File: config.mk
export PLATFORM = sky130hd
export DESIGN_NAME = ra2dm_top
export DESIGN_NICKNAME = d
export VERILOG_FILES = /design/src/ra2dm_pkg.sv /design/src/ra2dm_top.sv
export SDC_FILE = /design/constraint.sdc
export NUM_CORES = 1
export LEC_CHECK = 0
export BUFFER_PORTS_ARGS = -buffer_cell sky130_fd_sc_hd__buf_4
export CELL_PAD_IN_SITES_DETAIL_PLACEMENT = 1
export CELL_PAD_IN_SITES_GLOBAL_PLACEMENT = 1
export CORE_UTILIZATION = 30
export CTS_BUF_LIST = sky130_fd_sc_hd__clkbuf_16
export CTS_CLUSTER_DIAMETER = 200
export DETAILED_ROUTE_END_ITERATION = 8
export HOLD_SLACK_MARGIN = 0.08
export MAX_ROUTING_LAYER = met4
export PLACE_DENSITY = 0.78
export SYNTH_ARGS = -nofsm -noshare
export SYNTH_HDL_FRONTEND = slang
export SYNTH_SLANG_ARGS = --single-unit
export TNS_END_PERCENT = 20
File: constraint.sdc
create_clock -name clk_sys -period 1.6 [get_ports clk_sys]
set_input_delay 0.24 -clock clk_sys [delete_from_list [all_inputs] [get_ports clk_sys]]
set_output_delay 0.24 -clock clk_sys [all_outputs]
set_load 0.01 [all_outputs]
File: src/ra2dm_pkg.sv
// Package: register map, field layout and types for the alarm-2 date match block
// Notes on behaviour
// - Bit 7 enables matching on each field.
// - Month field bits 4:0 matches month counter.
// - Year field bits 6:0 matches year counter.
// - Month bits 6,5 and day bit 6 unstored.
// - Day field bits 5:0 matches day counter.
package ra2dm_pkg;

  // ----------------------------------------------------------------
  // Register indices and byte addresses
  // ----------------------------------------------------------------
  localparam logic [7:0] IDX_MONTH = 8'h19;
  localparam logic [7:0] IDX_YEAR = 8'h1a;
  localparam logic [7:0] IDX_DOM = 8'h1b;
  localparam logic [7:0] IDX_IRQ_STATUS = 8'h20;
  localparam logic [7:0] IDX_IRQ_MASK = 8'h21;
  localparam logic [9:0] ADDR_MONTH = {IDX_MONTH, 2'b00};
  localparam logic [9:0] ADDR_YEAR = {IDX_YEAR, 2'b00};
  localparam logic [9:0] ADDR_DOM = {IDX_DOM, 2'b00};
  localparam logic [9:0] ADDR_IRQ_STATUS = {IDX_IRQ_STATUS, 2'b00};
  localparam logic [9:0] ADDR_IRQ_MASK = {IDX_IRQ_MASK, 2'b00};

  // ----------------------------------------------------------------
  // Field layout and reset values
  // ----------------------------------------------------------------
  localparam int ENABLE_BIT = 7;
  localparam int MONTH_W = 5;
  localparam int YEAR_W = 7;
  localparam int DOM_W = 6;
  localparam logic [7:0] RESET_MONTH = 8'h00;
  localparam logic [7:0] RESET_YEAR = 8'h00;
  localparam logic [7:0] RESET_DOM = 8'h00;
  localparam logic RESET_IRQ_STATUS = 1'b0;
  localparam logic RESET_IRQ_MASK = 1'b0;

  // Running calendar counters from the clock unit
  typedef struct packed {
    logic [MONTH_W-1:0] month;
    logic [YEAR_W-1:0] year;
    logic [DOM_W-1:0] dom;
  } ra2dm_cal_s;

endpackage

File: src/ra2dm_top.sv
// Alarm-2 month, year and day-of-month match registers with APB access
module ra2dm_top (
  input wire logic clk_sys,
  input wire logic sys_rst,
  input wire logic clk_en,
  input wire logic psel,
  input wire logic penable,
  input wire logic pwrite,
  input wire logic [11:0] paddr,
  input wire logic [31:0] pwdata,
  input wire logic [3:0] pstrb,
  input wire ra2dm_pkg::ra2dm_cal_s cal,
  output logic [31:0] prdata,
  output logic pready,
  output logic pslverr,
  output logic second_alarm_interrupt,
  output logic alarm2_match
);

  // ----------------------------------------------------------------
  // Register storage
  // ----------------------------------------------------------------
  // Stored alarm fields, one enable and one value each
  logic alarm2_month_enable_q;
  logic [ra2dm_pkg::MONTH_W-1:0] alarm2_month_value_q;
  logic alarm2_year_enable_q;
  logic [ra2dm_pkg::YEAR_W-1:0] alarm2_year_value_q;
  logic alarm2_day_of_month_enable_q;
  logic [ra2dm_pkg::DOM_W-1:0] alarm2_day_of_month_value_q;
  // Interrupt state and the match seen at the previous enabled edge
  logic irq_status_q;
  logic irq_mask_q;
  logic match_prev_q;

  logic setup_d;
  logic access_d;
  logic wr_en;
  logic wr_month;
  logic wr_year;
  logic wr_dom;
  logic wr_status;
  logic wr_mask;
  logic mapped;
  logic [9:0] word_addr;
  logic match_now;
  logic match_rise;

  // ----------------------------------------------------------------
  // Address decode
  // ----------------------------------------------------------------
  // One register per aligned word; the two low byte-address bits are ignored
  function automatic logic hit(input logic [9:0] wa, input logic [7:0] idx);
    hit = (wa == {2'b00, idx});
  endfunction

  function automatic logic is_mapped(input logic [9:0] wa);
    is_mapped = hit(wa, ra2dm_pkg::IDX_MONTH) ||
                hit(wa, ra2dm_pkg::IDX_YEAR) ||
                hit(wa, ra2dm_pkg::IDX_DOM) ||
                hit(wa, ra2dm_pkg::IDX_IRQ_STATUS) ||
                hit(wa, ra2dm_pkg::IDX_IRQ_MASK);
  endfunction

  assign word_addr = paddr[11:2];
  assign setup_d = psel && !penable;
  assign mapped = is_mapped(word_addr);

  // Writes land at the edge where the master sees pready high;
  // a write whose access edge meets clk_en low is dropped, so keep
  // clk_en up for the whole transfer
  assign access_d = psel && penable && pready;
  assign wr_en = access_d && pwrite && pstrb[0] && clk_en;
  assign wr_month = wr_en && hit(word_addr, ra2dm_pkg::IDX_MONTH);
  assign wr_year = wr_en && hit(word_addr, ra2dm_pkg::IDX_YEAR);
  assign wr_dom = wr_en && hit(word_addr, ra2dm_pkg::IDX_DOM);
  assign wr_status = wr_en && hit(word_addr, ra2dm_pkg::IDX_IRQ_STATUS);
  assign wr_mask = wr_en && hit(word_addr, ra2dm_pkg::IDX_IRQ_MASK);

  // ----------------------------------------------------------------
  // Alarm field writes
  // ----------------------------------------------------------------
  // Month: enable plus five stored bits; bits 6:5 have no storage
  always_ff @(posedge clk_sys or posedge sys_rst) begin
    if (sys_rst) begin
      alarm2_month_enable_q <= ra2dm_pkg::RESET_MONTH[ra2dm_pkg::ENABLE_BIT];
      alarm2_month_value_q <= ra2dm_pkg::RESET_MONTH[ra2dm_pkg::MONTH_W-1:0];
    end else if (wr_month) begin
      alarm2_month_enable_q <= pwdata[ra2dm_pkg::ENABLE_BIT];
      alarm2_month_value_q <= pwdata[ra2dm_pkg::MONTH_W-1:0];
    end
  end

  // Year: enable plus seven stored bits
  always_ff @(posedge clk_sys or posedge sys_rst) begin
    if (sys_rst) begin
      alarm2_year_enable_q <= ra2dm_pkg::RESET_YEAR[ra2dm_pkg::ENABLE_BIT];
      alarm2_year_value_q <= ra2dm_pkg::RESET_YEAR[ra2dm_pkg::YEAR_W-1:0];
    end else if (wr_year) begin
      alarm2_year_enable_q <= pwdata[ra2dm_pkg::ENABLE_BIT];
      alarm2_year_value_q <= pwdata[ra2dm_pkg::YEAR_W-1:0];
    end
  end

  // Day of month: enable plus six stored bits; bit 6 has no storage
  always_ff @(posedge clk_sys or posedge sys_rst) begin
    if (sys_rst) begin
      alarm2_day_of_month_enable_q <= ra2dm_pkg::RESET_DOM[ra2dm_pkg::ENABLE_BIT];
      alarm2_day_of_month_value_q <= ra2dm_pkg::RESET_DOM[ra2dm_pkg::DOM_W-1:0];
    end else if (wr_dom) begin
      alarm2_day_of_month_enable_q <= pwdata[ra2dm_pkg::ENABLE_BIT];
      alarm2_day_of_month_value_q <= pwdata[ra2dm_pkg::DOM_W-1:0];
    end
  end

  // ----------------------------------------------------------------
  // Date compare
  // ----------------------------------------------------------------
  // A disabled field passes; with all fields off no alarm is raised at all
  // The calendar runs on this clock, so it is compared without synchronising
  always_comb begin
    match_now = (!alarm2_month_enable_q || alarm2_month_value_q == cal.month) &&
                (!alarm2_year_enable_q || alarm2_year_value_q == cal.year) &&
                (!alarm2_day_of_month_enable_q ||
                 alarm2_day_of_month_value_q == cal.dom) &&
                (alarm2_month_enable_q || alarm2_year_enable_q ||
                 alarm2_day_of_month_enable_q);
  end

  // ----------------------------------------------------------------
  // Match tracking
  // ----------------------------------------------------------------
  // Only the entry into a match is an event, so a held date does not re-fire
  // The previous match clears at reset, so a date already matching then fires
  assign match_rise = match_now && !match_prev_q;

  always_ff @(posedge clk_sys or posedge sys_rst) begin
    if (sys_rst) begin
      match_prev_q <= 1'b0;
      alarm2_match <= 1'b0;
    end else if (clk_en) begin
      match_prev_q <= match_now;
      alarm2_match <= match_now;
    end
  end

  // ----------------------------------------------------------------
  // Interrupt status and mask
  // ----------------------------------------------------------------
  // Sticky status bit, cleared by writing a one to bit 0
  // A new match in the clearing cycle keeps the bit set
  always_ff @(posedge clk_sys or posedge sys_rst) begin
    if (sys_rst) begin
      irq_status_q <= ra2dm_pkg::RESET_IRQ_STATUS;
    end else if (clk_en) begin
      if (match_rise) begin
        irq_status_q <= 1'b1;
      end else if (wr_status && pwdata[0]) begin
        irq_status_q <= 1'b0;
      end
    end
  end

  always_ff @(posedge clk_sys or posedge sys_rst) begin
    if (sys_rst) begin
      irq_mask_q <= ra2dm_pkg::RESET_IRQ_MASK;
    end else if (wr_mask) begin
      irq_mask_q <= pwdata[0];
    end
  end

  // ----------------------------------------------------------------
  // Interrupt output
  // ----------------------------------------------------------------
  // Mask bit high lets the status through; output lags status by one cycle
  always_ff @(posedge clk_sys or posedge sys_rst) begin
    if (sys_rst) begin
      second_alarm_interrupt <= 1'b0;
    end else if (clk_en) begin
      second_alarm_interrupt <= irq_status_q && irq_mask_q;
    end
  end

  // ----------------------------------------------------------------
  // APB response
  // ----------------------------------------------------------------
  // Zero wait states: every setup cycle with clk_en high is answered in the access cycle after it
  always_ff @(posedge clk_sys or posedge sys_rst) begin
    if (sys_rst) begin
      pready <= 1'b0;
      pslverr <= 1'b0;
    end else if (clk_en) begin
      pready <= setup_d;
      pslverr <= setup_d && !mapped;
    end
  end

  // Read data is built at the setup edge so it stands through the access cycle;
  // unstored bits read as zero
  always_ff @(posedge clk_sys or posedge sys_rst) begin
    if (sys_rst) begin
      prdata <= 32'h0000_0000;
    end else if (clk_en) begin
      prdata <= 32'h0000_0000;
      if (setup_d && !pwrite) begin
        if (hit(word_addr, ra2dm_pkg::IDX_MONTH)) begin
          prdata <= {24'h000000, alarm2_month_enable_q, 2'b00, alarm2_month_value_q};
        end
        if (hit(word_addr, ra2dm_pkg::IDX_YEAR)) begin
          prdata <= {24'h000000, alarm2_year_enable_q, alarm2_year_value_q};
        end
        if (hit(word_addr, ra2dm_pkg::IDX_DOM)) begin
          prdata <= {24'h000000, alarm2_day_of_month_enable_q, 1'b0,
                     alarm2_day_of_month_value_q};
        end
        if (hit(word_addr, ra2dm_pkg::IDX_IRQ_STATUS)) begin
          prdata <= {31'h0000_0000, irq_status_q};
        end
        if (hit(word_addr, ra2dm_pkg::IDX_IRQ_MASK)) begin
          prdata <= {31'h0000_0000, irq_mask_q};
        end
      end
    end
  end

endmodule
; ---- After elaboration in Yosys (flattened, before gate mapping)
; Index checks and enable logic that the tools add are counted.
[word_totals]
ff_bits = 59
inputBits = 72
out_inout_bits = 36
word_cells = 66
[op_classes]
n_eq_ne = 8
n_mux = 8
reduce_logical = 37
[op_table]
columns = operator, n
row1 = two-way mux 32 bit, 5
row2 = "== test 10 x 5 -> 1 bit, second input constant", 3
row3 = "== test 10 x 6 -> 1 bit, second input constant", 2
row4 = logical AND 1 bit, 19
row5 = logical OR 1 bit, 9
row6 = two-way mux 8 bit, 1
row7 = == test 7 bit, 1
row8 = zero test 1 bit, 7
row9 = == test 6 bit, 1
row10 = == test 5 bit, 1
row11 = two-way mux 1 bit, 2
row12 = AND reduction 2 bit, 1
row13 = nonzero test 2 bit, 1

; ---- Logic depth before layout (Yosys ltp)
; Gate-level depths: netlist (run 1).
[logic_depth]
depth_word = 9
depth_mapped = 6
depth_no_buf = 5

; ---- Worst setup path before layout (run 1)
; Ideal clock, no wire load.
[synth_timing]
path_kind = input to register
from = input port paddr[8]
to = register alarm2_month_enable_q
setup_time_ns = 0.125
t_arrival_ns = 1.802
t_required_ns = 1.475
setup_slack_ns = -0.327
path_stages = 5
path_buffers = 0
cell_sequence = or4_4 -> nor2_4 -> nand4_4 -> nor4_4 -> mux2_2
[synth_via]
elab_chain_len = 2
[synth_lines]
columns = item, line_no
row1 = start: declaration, ra2dm_top.sv:9  ; input wire logic [11:0] paddr,
row2 = == test 10 x 5 -> 1 bit, ra2dm_top.sv:53  ; hit = (wa == {2'b00, idx});
row3 = logical AND 1 bit, ra2dm_top.sv:73  ; assign wr_month = wr_en && hit(word_addr, ra2dm_pkg::IDX_MONTH);
row4 = end signal: assignment, ra2dm_top.sv:85  ; alarm2_month_enable_q <= ra2dm_pkg::RESET_MONTH[ra2dm_pkg::ENABLE_BIT];
row5 = end signal: assignment, ra2dm_top.sv:88  ; alarm2_month_enable_q <= pwdata[ra2dm_pkg::ENABLE_BIT];
row6 = end: declaration, ra2dm_top.sv:24  ; logic alarm2_month_enable_q;
; No other way between the ends.
; A chain may end at the register's enable or synchronous reset.

; ---- Final worst setup path (run 1)
[layout_timing]
from = input port paddr[8]
to = register irq_mask_q
[layout_via]
elab_chain_len = 2
[layout_lines]
columns = item, line_no
row1 = == test 10 x 6 -> 1 bit, ra2dm_top.sv:53
row2 = logical AND 1 bit, ra2dm_top.sv:77  ; assign wr_mask = wr_en && hit(word_addr, ra2dm_pkg::IDX_IRQ_MASK);
row3 = end signal: assignment, ra2dm_top.sv:165  ; irq_mask_q <= ra2dm_pkg::RESET_IRQ_MASK;
row4 = end signal: assignment, ra2dm_top.sv:167  ; irq_mask_q <= pwdata[0];
row5 = end: declaration, ra2dm_top.sv:32  ; logic irq_mask_q;
; No other way between the ends.

==> results of run 1 <==
==> flip-flops by register name (all words and copies together), names as in the netlist <==
name / flops
prdata: 8
alarm2_year_value_q: 7
alarm2_day_of_month_value_q: 6
alarm2_month_value_q: 5
alarm2_day_of_month_enable_q: 1
alarm2_month_enable_q: 1
alarm2_year_enable_q: 1
irq_mask_q: 1
irq_status_q: 1
match_prev_q: 1
pready: 1
pslverr: 1
second_alarm_interrupt: 1
==> area by class of cell <==
class / instances / area share
clock buffer: 5 / 0.0454
clock inverter: 3 / 0.00454
inverter: 12 / 0.0163
multi-input combinational: 128 / 0.388
sequential: 35 / 0.318
tap: 77 / 0.0350
timing repair buffer: 67 / 0.193
==> through the flow <==
stage / setup TNS (ns) / util / setup slack (ns)
floorplan: -5.82 / - / -0.327
detailed placement: -12.12 / 0.391 / -0.496
global route: -3.53 / 0.429 / -0.191
CTS: -2.34 / 0.423 / -0.156
global placement: -10.87 / 0.391 / -0.436
finish: -2.03 / 0.429 / -0.163
==> metal layers <==
metal	vias up	wire length [um]	track usage
met2	47	2700	0.276
met1	751	2290	0.194
met4	0	68	0.0423
met3	8	252	0.0346
met5	-	0	-
li1	718	-	-
==> how the worst max path moves through the flow <==
stage                     startpoint  cells past startpoint  slack [ns]                                         end
after floorplan             paddr[8]                      5       -0.33           alarm2_month_enable_q$_DFFE_PP0P_
final                       paddr[8]                      7       -0.16                      irq_mask_q$_DFFE_PP0P_
after global placement      paddr[8]                      8       -0.44  alarm2_day_of_month_value_q[1]$_DFFE_PP0P_
after global routing        paddr[8]                      8       -0.19  alarm2_day_of_month_value_q[4]$_DFFE_PP0P_
after CTS                   paddr[8]                      7       -0.16           alarm2_month_enable_q$_DFFE_PP0P_
after detailed placement    paddr[8]                      7       -0.50         alarm2_month_value_q[3]$_DFFE_PP0P_
==> worst max-delay path, cell delays in order <==
cell,delay (ns)
buf_6,0.09
or4_4,0.53
nor2_4,0.13
nand4_4,0.14
buf_4,0.19
nor3_2,0.23
mux2_2,0.37
==> repair_timing <==
| item | in CTS | in global routing |
|---|---|---|
| setup endpoints to repair | 28 | 29 |
| setup buffers | 1 | 0 |
| pin swaps | 1 | 2 |
| resized for setup | 16 | 8 |
==> power by group <==
| group | internal (mW) | total (mW) | leakage (nW) | switching [mW] |
|---|---|---|---|---|
| Clock | 0.561 | 0.890 | 0.0762 | 0.329 |
| Sequential | 0.892 | 0.896 | 0.485 | 0.00398 |
| Combinational | 0.111 | 0.236 | 0.743 | 0.124 |
==> cells by family (layout without fill, tap and decap cells) <==
group,Yosys count,after routing,synth area share
flops,35,35,0.435
buf+inv,40,87,0.119
xor+xnor,18,18,0.0783
other cells,1,24,0.00186
simple gates,30,30,0.110
mux,30,30,0.168
compound gates,26,26,0.0882
==> cell usage in the layout, fill, tap and decap left out, types with 6 or more instances in the layout <==
| master | instances |
|---|---|
| dfrtp_1 | 35 |
| mux2_2 | 17 |
| mux2_4 | 13 |
| xnor2_1 | 13 |
| inv_1 | 14 |
| conb_1 | 24 |
| a22oi_1 | 6 |
| buf_4 | 62 |
==> flow_summary.yaml, run 1 <==
setup_path:
  crit_arrival_ns: 1.92
  startpoint_type: "primary input"
  cp_max_fo: 4
  r2r_slack_ns: -0.08
  criticalPathCategory: "in -> reg"
  reg2reg_from: "pready$_DFFE_PP0P_"
  crit_required_ns: 1.76
  r2r_cells: 5
  cp-end-kind: "register"
  reg2reg_to: "irq_mask_q$_DFFE_PP0P_"
layout:
  syn_to_final_growth_pct: 36.8
  drive_above_1_share: 0.464
  final_nets: 321
  nFillCells: 715
  final_area_um2: 2760
  multi_input_area_um2: 1070
  diodes: 0
  seqCellArea_um2: 876
  final_cells: 327
cts:
  clk_latency_ns: 0.28
  h-tree-depth: 2
  clk_path_buf_depth: 2
  cts_num_sinks: 35
  cts_buffers: 5
  root_buffer: "clkbuf_16"
  ctsHoldBuffers: 0
  cts_tree: "yes"
  clk_pin_slew_worst_paths_ns: 0.05
routing:
  drc: 6
  vias_per_cell: 4.66
  first_iter_violations: 85
  drt_wl_total_um: 5310
  first_pass_iters: 8
  wl_per_cell_um: 16.2
  num_vias: 1524
  antenna_left: 0
timing:
  fmax_mhz: 567
  setup_slack_ns: -0.163
  fin_crit_ns: 1.76
  rsz0062_at_grt: "yes"
  setup_violations: 26
  finalMaxSlewViolations: 0
  finalClockSkew_ns: 0.00513
  hold-worst-slack_ns: 0.0661
  timing.final.crit_share: 1.10
  hold_violations: 0
synth:
  syn_avg_cell_area_um2: 11.2
  synth_warnings: 0
  ys_seq_elements: 35
  synth_area_leader_cell: "dfrtp_1"
  yosysMostFrequentCell: "dfrtp_1"
  ys.flop_type: "dfrtp_1"
  synth_edf_count: 0
  yosys-top-cells-count: "35 x dfrtp_1, 29 x mux2_2, 24 x buf_4"
  synth_area_um2: 2010
  synthCells: 180
  synthTopCellsByArea: "dfrtp_1 43%, mux2_2 16%, buf_4 8.9%"
  ys_seq_area_frac: 0.435
  yosysUniqueCellTypes: 35
  async_flop_share: 1.00
  yosysTopAreaCellShare: 0.435
place:
  dp_cells: 318
  placed_cell_area_um2: 2510
  gp_congestion: 0.831
  port_buffers: 54
  hpwl_um: 3990
floorplan:
  io-pin-count: 108
  core_um2: 6420
  rows: 29
  start_util: 0.314
  die_w_um: 83.9
  die_h_um: 83.9
  die-area_um2: 7050
run:
  maxCapViolations: 0
grt:
  grt_pass1_wl_um: 8500
  overflow: 0
  grtUsageTotal: 0.162
  grt_max_degree: 36
  antenna_found_initial: 0
  grt_pass1_vias: 1648
pwr:
  p_per_area_nw_per_um2: 734
  power.total_mw: 2.02
  p_leak_nw: 1.30
  vdd_ir_drop_max_mv: 0.399
run_status:
  failed_checks: "DRC, setup timing"
  status: "finished with violations"
hold_path:
  hold_path_class: "in -> async"
(Power assumes the default switching activity.)
==> run 2: changes to the inputs <==
==> config.mk (replaced) <==
export PLATFORM = sky130hd
export DESIGN_NAME = ra2dm_top
export DESIGN_NICKNAME = d
export VERILOG_FILES = /design/src/ra2dm_pkg.sv /design/src/ra2dm_top.sv
export SDC_FILE = /design/constraint.sdc
export NUM_CORES = 1
export LEC_CHECK = 0
export ABC_AREA = 1
export BUFFER_PORTS_ARGS = -buffer_cell sky130_fd_sc_hd__buf_4
export CORE_UTILIZATION = 40
export CTS_BUF_LIST = sky130_fd_sc_hd__clkbuf_16
export CTS_CLUSTER_DIAMETER = 200
export DETAILED_ROUTE_END_ITERATION = 8
export HOLD_SLACK_MARGIN = 0.08
export MAX_ROUTING_LAYER = met4
export PLACE_DENSITY = 0.74
export SYNTH_ARGS = -nofsm -noshare
export SYNTH_HDL_FRONTEND = slang
export SYNTH_SLANG_ARGS = --single-unit
export TNS_END_PERCENT = 20
==> run 2 against run 1 <==
Net effect:
- the flow now finishes without violations
- count of clock-buffer cells in the layout did not move
- utilization rose by 8.5 points
- clock skew fell by 0.0029 ns
- global-route usage rose by 2.0 points
- non-clock buffer count fell by 12
- die area fell by 11%
- power barely moved
- sequential share of layout area fell by 1.4 points
- synthesized cell count rose by 86%
- via count rose by 37%
- cell count rose by 42%
- critical endpoint is now alarm2_year_value_q[2]$_DFFE_PP0P_
- highest routed layer unchanged
==> flow_summary.yaml, run 2 <==
setup_path:
  crit_required_ns: 1.76
  cp-end-kind: "register"
  r2r_cells: 7
  cp-endpoint: "alarm2_year_value_q[2]$_DFFE_PP0P_"
  reg2reg_from: "pready$_DFFE_PP0P_"
  cp-startpoint: "pready$_DFFE_PP0P_"
  crit_arrival_ns: 1.51
  reg2reg_to: "alarm2_year_value_q[2]$_DFFE_PP0P_"
  criticalPathCategory: "reg -> reg"
  crit_chain: "nand2_1 -> nor2_1 -> nand2_1 -> inv_1 -> nand2_4 -> nand2_1 -> o21ai_2"
  crit_family: "simple AND/OR/NAND/NOR gates"
  critPathMostFrequentCell: "nand2_1"
  critPathMaxStageDelay_ns: 0.36
  worst-path-buf-inv: 1
  crit_path_top_delay_cell: "dfrtp_1"
  startpoint_type: "register"
  r2r_slack_ns: 0.25
  cp.depth: 7
  cp_max_fo: 15
grt:
  grt_pass1_wl_um: 8520
  antenna_found_initial: 0
  overflow: 0
  grt_pass1_vias: 1891
  grt_max_degree: 36
  grtUsageTotal: 0.182
layout:
  largest_register_ff_count: 8
  layout_commonest_cell: "nand2_1"
  final_nets: 464
  reg_top3: "prdata: 8 flops, alarm2_year_value_q: 7 flops, alarm2_day_of_month_value_q: 6 flops"
  drive_above_1_share: 0.260
  syn_to_final_growth_pct: 21.3
  final_area_um2: 2880
  mostFrequentLayoutCells: "121 x nand2_1, 55 x buf_4, 51 x inv_1, 35 x dfrtp_1, 27 x nor2_1"
  diodes: 0
  largest-register: "prdata"
synth:
  async_flop_share: 1.00
  ys_seq_elements: 35
  synthCells: 335
  ys_seq_area_frac: 0.368
  ys.flop_type: "dfrtp_1"
  yosysUniqueCellTypes: 31
  yosysTopAreaCellShare: 0.368
  synth_edf_count: 0
  yosysMostFrequentCell: "nand2_1"
  syn_avg_cell_area_um2: 7.10
  synth_warnings: 0
  synthTopCellsByArea: "dfrtp_1 37%, nand2_1 19%, inv_1 8.1%"
  yosys-top-cells-count: "121 x nand2_1, 51 x inv_1, 35 x dfrtp_1"
  synth_area_um2: 2380
  synth_area_leader_cell: "dfrtp_1"
routing:
  antenna_left: 0
  drc: 0
  drt_wl_total_um: 4980
  wl_per_cell_um: 10.7
  first_pass_iters: 4
  vias_per_cell: 4.51
  num_vias: 2091
  first_iter_violations: 75
timing:
  rsz0062_at_grt: "no"
  timing.final.crit_share: 0.841
  setup_violations: 0
  finalMaxSlewViolations: 0
  fin_crit_ns: 1.35
  hold_violations: 0
  fmax_mhz: 743
  timing.setup.tns_ns: 0
  finalClockSkew_ns: 0.00225
floorplan:
  rows: 27
  io-pin-count: 108
  die_h_um: 79.1
  core_um2: 5610
  die_w_um: 79.1
  die-area_um2: 6260
  start_util: 0.424
run_status:
  status: "finished clean"
cts:
  cts_buffers: 5
  clk_pin_slew_worst_paths_ns: 0.05
  cts_num_sinks: 35
  clk_latency_ns: 0.27
  h-tree-depth: 2
  cts_tree: "yes"
  clk_path_buf_depth: 2
  postCtsSetupBuffers: 0
  cts_resized: 0
  ctsHoldBuffers: 0
  root_buffer: "clkbuf_16"
pwr:
  comb_power_share: 0.117
  p_leak_nw: 1.66
  power.total_mw: 2.02
  p_int_mw: 1.55
  clockPowerShare: 0.441
  switching_share: 0.233
  p_per_area_nw_per_um2: 701
  p_switching_mw: 0.470
  vdd_ir_drop_max_mv: 0.397
  pwr-share-seq: 0.442
place:
  hpwl_um: 3970
  port_buffers: 54
  placed_cell_area_um2: 2750
  gp_congestion: 0.832
run:
  maxCapViolations: 0
hold_path:
  hold_path_class: "in -> async"
==> run 2: cell types whose count changed after synthesis, moves of 8 or more <==
cell / before / now
nand2_1: 4 / 121
inv_1: 12 / 51
mux2_2: 29 / 0
nor2_1: 3 / 27
o21ai_2: 0 / 19
xnor2_1: 13 / 1
o22ai_1: 8 / 0
==> run 2: worst min-delay path by stage <==
stage | start | end | slack [ns] | depth (start not counted)
global route | sys_rst | prdata[2]$_DFFE_PP0P_ | 0.13 | 3
finish | sys_rst | prdata[2]$_DFFE_PP0P_ | 0.07 | 3
detailed placement | sys_rst | prdata[2]$_DFFE_PP0P_ | 0.38 | 3
floorplan | clk_en | match_prev_q$_DFFE_PP0P_ | 0.35 | 1
global placement | sys_rst | prdata[2]$_DFFE_PP0P_ | 0.37 | 3
CTS | sys_rst | prdata[2]$_DFFE_PP0P_ | 0.09 | 3
==> run 2: worst register-to-register path: stages, from the launching register on <==
cell,delay (ns)
dfrtp_1,0.36
nand2_1,0.07
nor2_1,0.09
nand2_1,0.07
inv_1,0.26
nand2_4,0.21
nand2_1,0.12
o21ai_2,0.05
==> run 2: cells by family after synthesis <==
group | synth area share
and+or+nand+nor | 0.335
buffers and inverters | 0.181
DFF | 0.368
AOI/OAI and AO/OA | 0.111
xor gates and xnor gates | 0.00368
other | 0.00158
==> run 2: per-stage QoR <==
step | hold slack, ns | util | worst slack, ns | std cells
after floorplan | 0.347 | - | 0.326 | 358
after global placement | 0.372 | 0.490 | 0.145 | 457
after detailed placement | 0.381 | 0.490 | 0.107 | 457
after CTS | 0.0937 | 0.514 | 0.249 | 464
after global routing | 0.130 | 0.514 | 0.0874 | 464
final | 0.0665 | 0.514 | 0.254 | 464
==> run 2: layout make-up <==
cell class | count | area [um^2]
fill | 579 | 2730
multi-input combinational | 239 | 1160
sequential | 35 | 876
timing repair buffer | 55 | 413
inverter | 56 | 211
clock buffer | 5 | 125
tap | 72 | 90.1
clock inverter | 2 | 8.76
==> run 2: metal layers <==
metal / part of all wire / vias up / global-route usage / wire (um)
li1: - / 1086 / - / -
met1: 0.46 / 930 / 0.229 / 2270
met2: 0.47 / 63 / 0.288 / 2330
met3: 0.054 / 12 / 0.0391 / 269
met4: 0.022 / 0 / 0.0673 / 111
met5: 0 / - / - / 0
==> run 2: power by group through the flow <==
| stage | clock (mW) | combinational (mW) | sequential (mW) |
|---|---|---|---|
| after detailed placement | 0 | 0.238 | 0.909 |
| after floorplan | 0 | 0.160 | 0.910 |
| after global routing | 0.952 | 0.268 | 0.893 |
| after CTS | 0.908 | 0.239 | 0.893 |
| after global placement | 0 | 0.233 | 0.908 |
| final | 0.891 | 0.236 | 0.894 |
